File: config.mk
export PLATFORM = sky130hd
export DESIGN_NAME = lcd_instr_engine
export DESIGN_NICKNAME = d
export VERILOG_FILES = /design/src/lcd_engine_pkg.sv /design/src/lcd_instr_engine.sv
export SDC_FILE = /design/constraint.sdc
export NUM_CORES = 2
export LEC_CHECK = 0
export BUFFER_PORTS_ARGS = -buffer_cell sky130_fd_sc_hd__buf_2
export CAP_MARGIN = 15
export CORE_AREA = 4 4 402 800
export DETAILED_ROUTE_END_ITERATION = 8
export DIE_AREA = 0 0 406 804
export HOLD_SLACK_MARGIN = 0.12
export PLACE_DENSITY_LB_ADDON = 0.15
export SYNTH_ARGS = -nofsm -noshare
export SYNTH_HDL_FRONTEND = slang
export SYNTH_SLANG_ARGS = --single-unit
File: constraint.sdc
create_clock -name hclk -period 8.4 [get_ports hclk]
set_input_delay 1.26 -clock hclk [delete_from_list [all_inputs] [get_ports hclk]]
set_output_delay 1.26 -clock hclk [all_outputs]
set_load 0.05 [all_outputs]
File: src/lcd_engine_pkg.sv
package lcd_engine_pkg;
  // clock and execution times
  localparam int CLK_NS      = 100;
  localparam int T_LONG_NS   = 1530000;
  localparam int T_SHORT_NS  = 39000;
  localparam int T_DATA_NS   = 43000;
  // "complete within" figures are longest times: round down
  localparam int CYC_LONG    = T_LONG_NS / CLK_NS;
  localparam int CYC_SHORT   = T_SHORT_NS / CLK_NS;
  localparam int CYC_DATA    = T_DATA_NS / CLK_NS;
  localparam int TIMER_W     = 16;

  localparam logic [7:0] SPACE_CODE = 8'h20;
  localparam logic [6:0] AC_HOME    = 7'h00;
  localparam logic [6:0] AC_STEP    = 7'h01;
  localparam logic [6:0] TEXT_LAST  = 7'h7f;
  localparam logic [6:0] SHIFT_RST  = 7'h00;

  // instruction field positions
  localparam int B_TEXT  = 7;
  localparam int B_GLYPH = 6;
  localparam int B_FUNC  = 5;
  localparam int B_SHIFT = 4;
  localparam int B_DISP  = 3;
  localparam int B_ENTRY = 2;
  localparam int B_HOME  = 1;
  localparam int F_ID    = 1;
  localparam int F_SH    = 0;
  localparam int F_DL    = 4;
  localparam int F_N     = 3;
  localparam int F_F     = 2;
  localparam int F_D     = 2;
  localparam int F_C     = 1;
  localparam int F_B     = 0;
  localparam int F_SC    = 3;
  localparam int F_RL    = 2;

  localparam logic [7:0] OE_BYTE  = 8'hff;
  localparam logic [7:0] OE_UPPER = 8'hf0;
  localparam logic [7:0] OE_NONE  = 8'h00;

  // ahb-lite
  localparam logic [1:0]  HTRANS_NONSEQ = 2'h2;
  localparam logic [2:0]  HSIZE_WORD    = 3'h2;
  localparam logic [31:0] OFS_CTRL      = 32'h0000_0000;
  localparam logic [31:0] OFS_STATUS    = 32'h0000_0004;
  localparam logic [31:0] OFS_MODE      = 32'h0000_0008;
  localparam logic [31:0] OFS_PEEK      = 32'h0000_000c;

  localparam int FIFO_W     = 10;
  localparam int FIFO_DEPTH = 8;

  typedef enum logic [1:0] {ST_IDLE, ST_CLEAR, ST_WAIT} exec_state_e;
  typedef enum logic [3:0] {OP_CLEAR, OP_HOME, OP_ENTRY, OP_DISP, OP_SHIFT,
                            OP_FUNC, OP_GLYPH, OP_TEXT, OP_WR, OP_RD} op_e;

  function automatic op_e classify(input logic rs, input logic rw, input logic [7:0] b);
    if (rs) return rw ? OP_RD : OP_WR;
    if (b[B_TEXT]) return OP_TEXT;
    if (b[B_GLYPH]) return OP_GLYPH;
    if (b[B_FUNC]) return OP_FUNC;
    if (b[B_SHIFT]) return OP_SHIFT;
    if (b[B_DISP]) return OP_DISP;
    if (b[B_ENTRY]) return OP_ENTRY;
    if (b[B_HOME]) return OP_HOME;
    return OP_CLEAR;
  endfunction

  function automatic logic [6:0] ac_step(input logic [6:0] a, input logic up, input logic glyph);
    logic [6:0] n;
    n = up ? a + AC_STEP : a - AC_STEP;
    return glyph ? {1'b0, n[5:0]} : n;
  endfunction
endpackage

File: src/lcd_instr_engine.sv
// Functional notes
// - register_select and read/write pick instruction, busy read, data write or data read.
// - clear fills text memory with spaces, homes the counter, within 1.53 ms.
// - return home zeroes counter and display shift, text kept, within 1.53 ms.
// - entry mode latches step direction and shift_on_write, 39 us.
// - display control latches display, cursor and blink bits.
// - cursor/display shift leaves memory alone, 39 us.
// - function set latches bus width, line count and font, 39 us.
// - glyph address set loads 6-bit counter and selects glyph memory, 39 us.
// - text address set loads 7-bit counter and selects text memory, 39 us.
// - busy read returns busy_indicator on bit 7 and counter below, anytime.
// - data write stores the byte in the selected memory, 43 us.
// - data read returns the selected memory byte, 43 us.
// - every data access steps the counter by one up or down.
// - busy high during internal work; host waits for it low.
// - in 4-bit width each byte is two transfers on upper lines.
// - shift target low moves cursor and counter; high shifts the display.
// - text write with shift_on_write shifts the display per direction.
//
// The address map and the AHB-Lite register port were chosen for this implementation.
module lcd_fifo #(
  parameter int WIDTH = 10,
  parameter int DEPTH = 8
) (
  input  wire logic             hclk,      // clock
  input  wire logic             hresetn,   // async reset, low
  input  wire logic             in_valid,  // push request
  output logic                  in_ready,  // room left
  input  wire logic [WIDTH-1:0] in_data,   // pushed word
  output logic                  out_valid, // word waiting
  input  wire logic             out_ready, // pop request
  output logic [WIDTH-1:0]      out_data   // head word
);
  localparam int AW = $clog2(DEPTH);
  logic [WIDTH-1:0] mem_q [DEPTH];
  logic [AW:0]      wr_q;
  logic [AW:0]      wr_d;
  logic [AW:0]      rd_q;
  logic [AW:0]      rd_d;
  logic             full;
  logic             empty;

  assign full      = (wr_q[AW] != rd_q[AW]) && (wr_q[AW-1:0] == rd_q[AW-1:0]);
  assign empty     = (wr_q == rd_q);
  assign in_ready  = !full;
  assign out_valid = !empty;
  assign out_data  = mem_q[rd_q[AW-1:0]];

  always_comb begin
    wr_d = wr_q;
    rd_d = rd_q;
    if (in_valid && !full) wr_d = wr_q + 1'b1;
    if (out_ready && !empty) rd_d = rd_q + 1'b1;
  end

  always_ff @(posedge hclk or negedge hresetn) begin
    if (!hresetn) begin
      wr_q <= '0;
      rd_q <= '0;
    end else begin
      wr_q <= wr_d;
      rd_q <= rd_d;
    end
  end

  always_ff @(posedge hclk) begin
    if (in_valid && !full) mem_q[wr_q[AW-1:0]] <= in_data;
  end
endmodule

module lcd_instr_engine #(
  parameter int unsigned CLEAR_CYCLES = lcd_engine_pkg::CYC_LONG
) (
  input  wire logic        hclk,            // 10 MHz clock
  input  wire logic        hresetn,         // async reset, low
  input  wire logic        hsel,            // ahb select
  input  wire logic [31:0] haddr,           // ahb address
  input  wire logic [1:0]  htrans,          // ahb transfer type
  input  wire logic        hwrite,          // ahb write
  input  wire logic [2:0]  hsize,           // ahb size
  input  wire logic [31:0] hwdata,          // ahb write data
  input  wire logic        hready,          // ahb bus ready
  output logic             hreadyout,       // never stalls
  output logic             hresp,           // always okay
  output logic [31:0]      hrdata,          // ahb read data
  input  wire logic        register_select, // pin: data vs instruction
  input  wire logic        rw_sel,          // pin: high reads
  input  wire logic        strobe_en,       // pin: enable strobe
  input  wire logic [7:0]  db_in,           // pin: data bus in
  output logic [7:0]       db_out,          // pin: data bus out
  output logic [7:0]       db_oe            // pin: per-line drive enable
);
  import lcd_engine_pkg::*;

  // pin synchronisers, first stage read only by second
  logic [10:0] pin_s1_q;
  logic [10:0] pin_s2_q;
  logic        en_s3_q;
  logic        rs_s;
  logic        rw_s;
  logic        en_s;
  logic [7:0]  db_s;
  logic        rise;
  logic        fall;

  always_ff @(posedge hclk or negedge hresetn) begin
    if (!hresetn) begin
      pin_s1_q <= '0;
      pin_s2_q <= '0;
      en_s3_q  <= 1'b0;
    end else begin
      pin_s1_q <= {register_select, rw_sel, strobe_en, db_in};
      pin_s2_q <= pin_s1_q;
      en_s3_q  <= pin_s2_q[8];
    end
  end

  assign rs_s = pin_s2_q[10];
  assign rw_s = pin_s2_q[9];
  assign en_s = pin_s2_q[8];
  assign db_s = pin_s2_q[7:0];
  assign rise = en_s && !en_s3_q;
  assign fall = !en_s && en_s3_q;

  // engine state
  exec_state_e        st_q, st_d;
  logic [TIMER_W-1:0] tmr_q, tmr_d;
  logic [6:0]         ac_q, ac_d;
  logic [6:0]         clr_idx_q, clr_idx_d;
  logic [6:0]         shift_q, shift_d;
  logic [7:0]         dhr_q, dhr_d;
  logic               glyph_q, glyph_d;
  logic               incr_q, incr_d;
  logic               sow_q, sow_d;
  logic               disp_q, disp_d;
  logic               cur_q, cur_d;
  logic               blink_q, blink_d;
  logic               width8_q, width8_d;
  logic               lines_q, lines_d;
  logic               font_q, font_d;
  logic [7:0]         text_mem [128];
  logic [7:0]         glyph_mem [64];
  logic               txt_we;
  logic               glf_we;
  logic [6:0]         mem_addr;
  logic [7:0]         mem_data;

  // front end and software state
  logic        low_phase_q, low_phase_d;
  logic [3:0]  hi_nib_q, hi_nib_d;
  logic [7:0]  db_out_q, db_out_d;
  logic        oe_q, oe_d;
  logic        accept_q, accept_d;
  logic [6:0]  peek_q, peek_d;
  logic        wr_pend_q, wr_pend_d;
  logic [31:0] wa_q, wa_d;
  logic [31:0] rdata_q, rdata_d;

  // fifo
  logic                fifo_in_valid;
  logic                fifo_in_ready;
  logic [FIFO_W-1:0]   fifo_in_data;
  logic                fifo_out_valid;
  logic                fifo_out_ready;
  logic [FIFO_W-1:0]   fifo_out_data;
  logic                e_rs;
  logic                e_rw;
  logic [7:0]          e_byte;
  op_e                 op;
  logic                pop;
  logic                busy;
  logic [7:0]          rd_byte;

  function automatic logic [TIMER_W-1:0] exec_cycles(input op_e o);
    case (o)
      OP_CLEAR, OP_HOME: return TIMER_W'(CLEAR_CYCLES);
      OP_WR, OP_RD:      return TIMER_W'(CYC_DATA);
      default:           return TIMER_W'(CYC_SHORT);
    endcase
  endfunction

  // a word still queued counts as internal work
  assign busy = (st_q != ST_IDLE) || fifo_out_valid;
  assign rd_byte = rs_s ? dhr_q : {busy, ac_q};

  // busy/address reads are served at once and never queued
  assign fifo_in_valid = fall && accept_q && !(!rs_s && rw_s) && (width8_q || low_phase_q);
  assign fifo_in_data  = {rs_s, rw_s, width8_q ? db_s : {hi_nib_q, db_s[7:4]}};

  lcd_fifo #(.WIDTH(FIFO_W), .DEPTH(FIFO_DEPTH)) lcd_fifo_i (
    .hclk      (hclk),
    .hresetn   (hresetn),
    .in_valid  (fifo_in_valid),
    .in_ready  (fifo_in_ready),
    .in_data   (fifo_in_data),
    .out_valid (fifo_out_valid),
    .out_ready (fifo_out_ready),
    .out_data  (fifo_out_data)
  );

  assign e_rs           = fifo_out_data[9];
  assign e_rw           = fifo_out_data[8];
  assign e_byte         = fifo_out_data[7:0];
  assign op             = classify(e_rs, e_rw, e_byte);
  assign fifo_out_ready = (st_q == ST_IDLE);
  assign pop            = fifo_out_valid && fifo_out_ready;

  always_comb begin
    low_phase_d = low_phase_q;
    hi_nib_d    = hi_nib_q;
    db_out_d    = db_out_q;
    oe_d        = oe_q;
    if (rise && rw_s && accept_q) begin
      oe_d = 1'b1;
      if (width8_q) db_out_d = rd_byte;
      else db_out_d = low_phase_q ? {rd_byte[3:0], 4'h0} : {rd_byte[7:4], 4'h0};
    end
    if (fall) oe_d = 1'b0;
    if (fall && accept_q && !width8_q) begin
      low_phase_d = !low_phase_q;
      if (!low_phase_q) hi_nib_d = db_s[7:4];
    end
  end

  always_comb begin
    st_d      = st_q;
    tmr_d     = tmr_q;
    ac_d      = ac_q;
    clr_idx_d = clr_idx_q;
    shift_d   = shift_q;
    dhr_d     = dhr_q;
    glyph_d   = glyph_q;
    incr_d    = incr_q;
    sow_d     = sow_q;
    disp_d    = disp_q;
    cur_d     = cur_q;
    blink_d   = blink_q;
    width8_d  = width8_q;
    lines_d   = lines_q;
    font_d    = font_q;
    txt_we    = 1'b0;
    glf_we    = 1'b0;
    mem_addr  = ac_q;
    mem_data  = e_byte;
    case (st_q)
      ST_IDLE: begin
        if (pop) begin
          tmr_d = exec_cycles(op) - 1'b1;
          st_d  = ST_WAIT;
          case (op)
            OP_CLEAR: begin
              ac_d      = AC_HOME;
              glyph_d   = 1'b0;
              incr_d    = 1'b1;
              shift_d   = SHIFT_RST;
              clr_idx_d = AC_HOME;
              st_d      = ST_CLEAR;
            end
            OP_HOME: begin
              ac_d    = AC_HOME;
              glyph_d = 1'b0;
              shift_d = SHIFT_RST;
            end
            OP_ENTRY: begin
              incr_d = e_byte[F_ID];
              sow_d  = e_byte[F_SH];
            end
            OP_DISP: begin
              disp_d  = e_byte[F_D];
              cur_d   = e_byte[F_C];
              blink_d = e_byte[F_B];
            end
            OP_SHIFT: begin
              if (e_byte[F_SC]) shift_d = e_byte[F_RL] ? shift_q - AC_STEP : shift_q + AC_STEP;
              else ac_d = ac_step(ac_q, e_byte[F_RL], glyph_q);
            end
            OP_FUNC: begin
              width8_d = e_byte[F_DL];
              lines_d  = e_byte[F_N];
              font_d   = e_byte[F_F];
            end
            OP_GLYPH: begin
              ac_d    = {1'b0, e_byte[5:0]};
              glyph_d = 1'b1;
            end
            OP_TEXT: begin
              ac_d    = e_byte[6:0];
              glyph_d = 1'b0;
            end
            OP_WR: begin
              if (glyph_q) glf_we = 1'b1;
              else begin
                txt_we = 1'b1;
                if (sow_q) shift_d = incr_q ? shift_q + AC_STEP : shift_q - AC_STEP;
              end
              ac_d = ac_step(ac_q, incr_q, glyph_q);
            end
            OP_RD: ac_d = ac_step(ac_q, incr_q, glyph_q);
            default: ;
          endcase
        end
      end
      ST_CLEAR: begin
        txt_we    = 1'b1;
        mem_addr  = clr_idx_q;
        mem_data  = SPACE_CODE;
        clr_idx_d = clr_idx_q + AC_STEP;
        tmr_d     = tmr_q - 1'b1;
        if (clr_idx_q == TEXT_LAST) st_d = ST_WAIT;
      end
      ST_WAIT: begin
        if (tmr_q == '0) begin
          st_d  = ST_IDLE;
          // prefetch so the next data read sees the new location
          dhr_d = glyph_q ? glyph_mem[ac_q[5:0]] : text_mem[ac_q];
        end else tmr_d = tmr_q - 1'b1;
      end
      default: st_d = ST_IDLE;
    endcase
  end

  // ahb-lite slave, zero wait states
  always_comb begin
    wr_pend_d = 1'b0;
    wa_d      = wa_q;
    rdata_d   = '0;
    accept_d  = accept_q;
    peek_d    = peek_q;
    if (hsel && hready && htrans == HTRANS_NONSEQ) begin
      wr_pend_d = hwrite && (hsize == HSIZE_WORD);
      wa_d      = haddr;
      if (!hwrite) begin
        case (haddr)
          OFS_CTRL:   rdata_d = {31'h0, accept_q};
          OFS_STATUS: rdata_d = {21'h0, !fifo_in_ready, fifo_out_valid, glyph_q, busy, ac_q};
          OFS_MODE:   rdata_d = {17'h0, shift_q, disp_q, cur_q, blink_q, width8_q,
                                 lines_q, font_q, incr_q, sow_q};
          OFS_PEEK:   rdata_d = {17'h0, peek_q, text_mem[peek_q]};
          default:    rdata_d = '0;
        endcase
      end
    end
    if (wr_pend_q) begin
      case (wa_q)
        OFS_CTRL: accept_d = hwdata[0];
        OFS_PEEK: peek_d = hwdata[6:0];
        default: ;
      endcase
    end
  end

  always_ff @(posedge hclk or negedge hresetn) begin
    if (!hresetn) begin
      st_q        <= ST_IDLE;
      tmr_q       <= '0;
      ac_q        <= AC_HOME;
      clr_idx_q   <= AC_HOME;
      shift_q     <= SHIFT_RST;
      dhr_q       <= '0;
      glyph_q     <= 1'b0;
      incr_q      <= 1'b1;
      sow_q       <= 1'b0;
      disp_q      <= 1'b0;
      cur_q       <= 1'b0;
      blink_q     <= 1'b0;
      width8_q    <= 1'b1;
      lines_q     <= 1'b0;
      font_q      <= 1'b0;
      low_phase_q <= 1'b0;
      hi_nib_q    <= '0;
      db_out_q    <= '0;
      oe_q        <= 1'b0;
      accept_q    <= 1'b1;
      peek_q      <= '0;
      wr_pend_q   <= 1'b0;
      wa_q        <= '0;
      rdata_q     <= '0;
    end else begin
      st_q        <= st_d;
      tmr_q       <= tmr_d;
      ac_q        <= ac_d;
      clr_idx_q   <= clr_idx_d;
      shift_q     <= shift_d;
      dhr_q       <= dhr_d;
      glyph_q     <= glyph_d;
      incr_q      <= incr_d;
      sow_q       <= sow_d;
      disp_q      <= disp_d;
      cur_q       <= cur_d;
      blink_q     <= blink_d;
      width8_q    <= width8_d;
      lines_q     <= lines_d;
      font_q      <= font_d;
      low_phase_q <= low_phase_d;
      hi_nib_q    <= hi_nib_d;
      db_out_q    <= db_out_d;
      oe_q        <= oe_d;
      accept_q    <= accept_d;
      peek_q      <= peek_d;
      wr_pend_q   <= wr_pend_d;
      wa_q        <= wa_d;
      rdata_q     <= rdata_d;
    end
  end

  always_ff @(posedge hclk) begin
    if (txt_we) text_mem[mem_addr] <= mem_data;
    if (glf_we) glyph_mem[mem_addr[5:0]] <= mem_data;
  end

  assign hreadyout = 1'b1;
  assign hresp     = 1'b0;
  assign hrdata    = rdata_q;
  assign db_out    = db_out_q;
  assign db_oe     = oe_q ? (width8_q ? OE_BYTE : OE_UPPER) : OE_NONE;
endmodule

==> impl_metrics.yaml <==
floorplan:
  core_area_sq_mm: 0.316
  start_util_pct: 24.9
  io_pins: 135
  die_h_um: 804
  die_w_um: 406
  num_rows: 292
  dieArea_sq_mm: 0.326
clock_network:
  htree_levels: 4
  clock_latency_ns: 0.85
  cts.clk_slew.worst_paths_ns: 0.06
  cts_buffers: 175
  cts_hold_buf: 0
  cts-root-buf: "clkbuf_16"
  ctsResizeCount: 0
  cts.sinks: 1773
  post_cts_buffers: 0
  cts_tree: "done"
  cts_buffer_depth: 4
worst_setup_path:
  required_ns: 8.84
  start_kind: "register"
  cp-end-kind: "register"
  crit_fanout: 41
  worst_ep_arrival_time_ns: 5.45
  ff2ff_path_depth: 6
  critPathLaunch: "ac_q[3]"
  crit_type: "register to register"
  cp-endpoint: "text_mem[70][3]"
  r2r_start: "ac_q[3]"
  r2r_end: "text_mem[70][3]"
  r2r_setup_slack_ns: 3.39
sta:
  drv_slew: 0
  worst_pin_slew_ns: 1.42
  fin_crit_ns: 5.01
  fmax_ghz: 0.200
  hold_viol_final: 0
  period_share_pct: 59.6
  tns_ns: 0
  clock-skew-final_ns: 0.0638
  setup_violations: 0
  rsz0062_at_grt: "no"
  relSlewSlack_pct: 5.27
layout:
  drive_gt1_share_pct: 30.1
  syn_to_final_growth_pct: 14.3
  fin_nets: 4432
  fill_cells: 31416
drt:
  drc: 0
  drt-initial-drc-count: 3136
  dr.pass1.iters: 7
  final_antenna_net_count: 0
  vias: 42785
  via_per_inst: 4.98
  wl_mm: 284
  wl_per_cell_um: 33.1
logic_synthesis:
  synth-main-ff-cell: "edfxtp_1"
  synth_warnings: 0
  synth_cell_types: 85
  async_flop_share_pct: 8.86
  netlist_area_sq_mm: 0.0786
  synth-seq-area-share_pct: 66.8
  syn_avg_cell_area_sq_um: 18.7
  postSynthCellCount: 4203
  ys_seq_elements: 1773
  synth_edf_count: 1616
grt:
  grt_util_all_layers_pct: 17.1
  grt_pass1_vias: 46189
  grt_first_pass_wirelength_mm: 388
  grt_max_degree: 193
  gr-total-overflow: 0
  antenna_found_initial: 4
place:
  port_buffers: 90
  place_congestion: 0.812
  hpwl_mm: 196
power:
  comb_power_share_pct: 32.9
  seq_power_share_pct: 40.5
  p_int_uw: 19200
  irDropWorstVdd_mv: 0.374
  p_clk_share_pct: 26.6
  p_sw_uw: 10800
  p_leak_uw: 0.0274
  switching_share_pct: 36.0
  p_per_area_mw_per_mm2: 333
  finalPower_uw: 29900
hold_path:
  hp-class: "register to register"
  whs_path_depth: 0
status:
  status: "completed"
run:
  max-cap-violations: 0
placed cells by master, fill, tap and decap left out, types with 51 or more instances in the layout:
cell	n
o21ai_0	78
o22ai_1	143
nor2_1	300
buf_2	89
mux4_2	678
mux2_2	80
dfrtp_1	146
mux2i_1	112
clkbuf_16	179
edfxtp_1	1616
buf_4	155
a21oi_1	51
nand2_1	127
cell families (layout without fill, tap and decap cells):
group,Yosys count,after routing,synth area share (%)
AOI/OAI and AO/OA,494,494,4.32
xor gates and xnor gates,21,21,0.234
adders and majority gates,12,12,0.191
buffers and inverters,339,590,2.14
DFF,1773,1773,66.8
muxes,883,883,22.3
other,2,26,0.00956
and+or+nand+nor,679,679,4.05
cell type report:
type                    instances  area, sq um  area share, %
multi-input cells            2108        24700           27.5
flip-flops and latches       1773        52500           58.4
clock inverters                97          878          0.977
inverters                      19         76.3         0.0849
clock buffers                 216         4680           5.21
repair buffers                258         1880           2.09
well taps                    4116         5150           5.73
diodes                          7         17.5         0.0195
layer usage:
metal / vias up / part of all wire, % / routed length, um / global-route usage [%]
met3: 427 / 3.0 / 8610 / 1.59
met5: - / 0 / 0 / 0
li1: 17850 / - / - / -
met2: 1153 / 58 / 164000 / 34.4
met4: 0 / 5.6 / 15900 / 8.18
met1: 23355 / 34 / 96000 / 17.4
cells in the mapped netlist (all sizes together) (49+ instances only):
library cell  number  area [sq um]
edfxtp          1616         48500
nor4              49           313
dfrtp            154          3850
a21oi             52           264
clkbuf           132           495
mux4             683         15400
nor2             310          1180
o21ai             84           420
mux2              85           965
mux2i            115          1150
buf              188          1110
nand2            128           480
o22ai            143           895
power groups by stage:
stage | registers, uW | clock network, uW | logic (uW)
after floorplan | 12400 | 0 | 5600
after global placement | 12300 | 0 | 9960
after detailed placement | 12300 | 0 | 10100
after CTS | 12100 | 8210 | 10100
after global routing | 12100 | 8500 | 10300
final | 12100 | 7970 | 9840
how the worst min path moves through the flow:
| stage | slack (ns) | from | end |
|---|---|---|---|
| final | 0.35 | pin_s1_q[3] | pin_s2_q[3] |
| after floorplan | 0.33 | pin_s1_q[0] | pin_s2_q[0] |
| after global routing | 0.36 | pin_s1_q[4] | pin_s2_q[4] |
| after CTS | 0.35 | pin_s1_q[3] | pin_s2_q[3] |
| after global placement | 0.34 | pin_s1_q[3] | pin_s2_q[3] |
| after detailed placement | 0.33 | pin_s1_q[3] | pin_s2_q[3] |
flip-flops by register name (all words and copies together), names as in the netlist, 2 cells and up:
name / flops
text_mem: 1024
lcd_fifo_i.rd_q: 4
pin_s1_q: 11
ac_q: 7
peek_q: 7
lcd_fifo_i.mem_q: 80
shift_q: 7
wa_q: 32
dhr_q: 8
lcd_fifo_i.wr_q: 4
hrdata: 15
glyph_mem: 512
clr_idx_q: 7
st_q: 2
pin_s2_q: 11
tmr_q: 16
db_out: 8
hi_nib_q: 4
metrics by stage:
| stage | worst slack [ns] | std cells | util [%] | cell area, sq um | hold slack, ns |
|---|---|---|---|---|---|
| floorplan | 1.13 | 4220 | - | 78600 | 0.331 |
| global placement | 3.44 | 8274 | 26.7 | 84300 | 0.341 |
| detailed placement | 3.39 | 8274 | 26.7 | 84300 | 0.335 |
| CTS | 3.38 | 8587 | 28.5 | 89800 | 0.354 |
| global route | 3.33 | 8591 | 28.5 | 89800 | 0.365 |
| finish | 3.39 | 8594 | 28.5 | 89900 | 0.354 |
worst max-delay path, stage by stage (launching register included):
cell and delay (ns):
dfrtp_4 0.59, buf_12 0.28, or2_2 0.60, o21ai_0 0.91, nand2_1 0.67, or2_2 0.62, nor2_1 0.91
(Power assumes the default switching activity.)
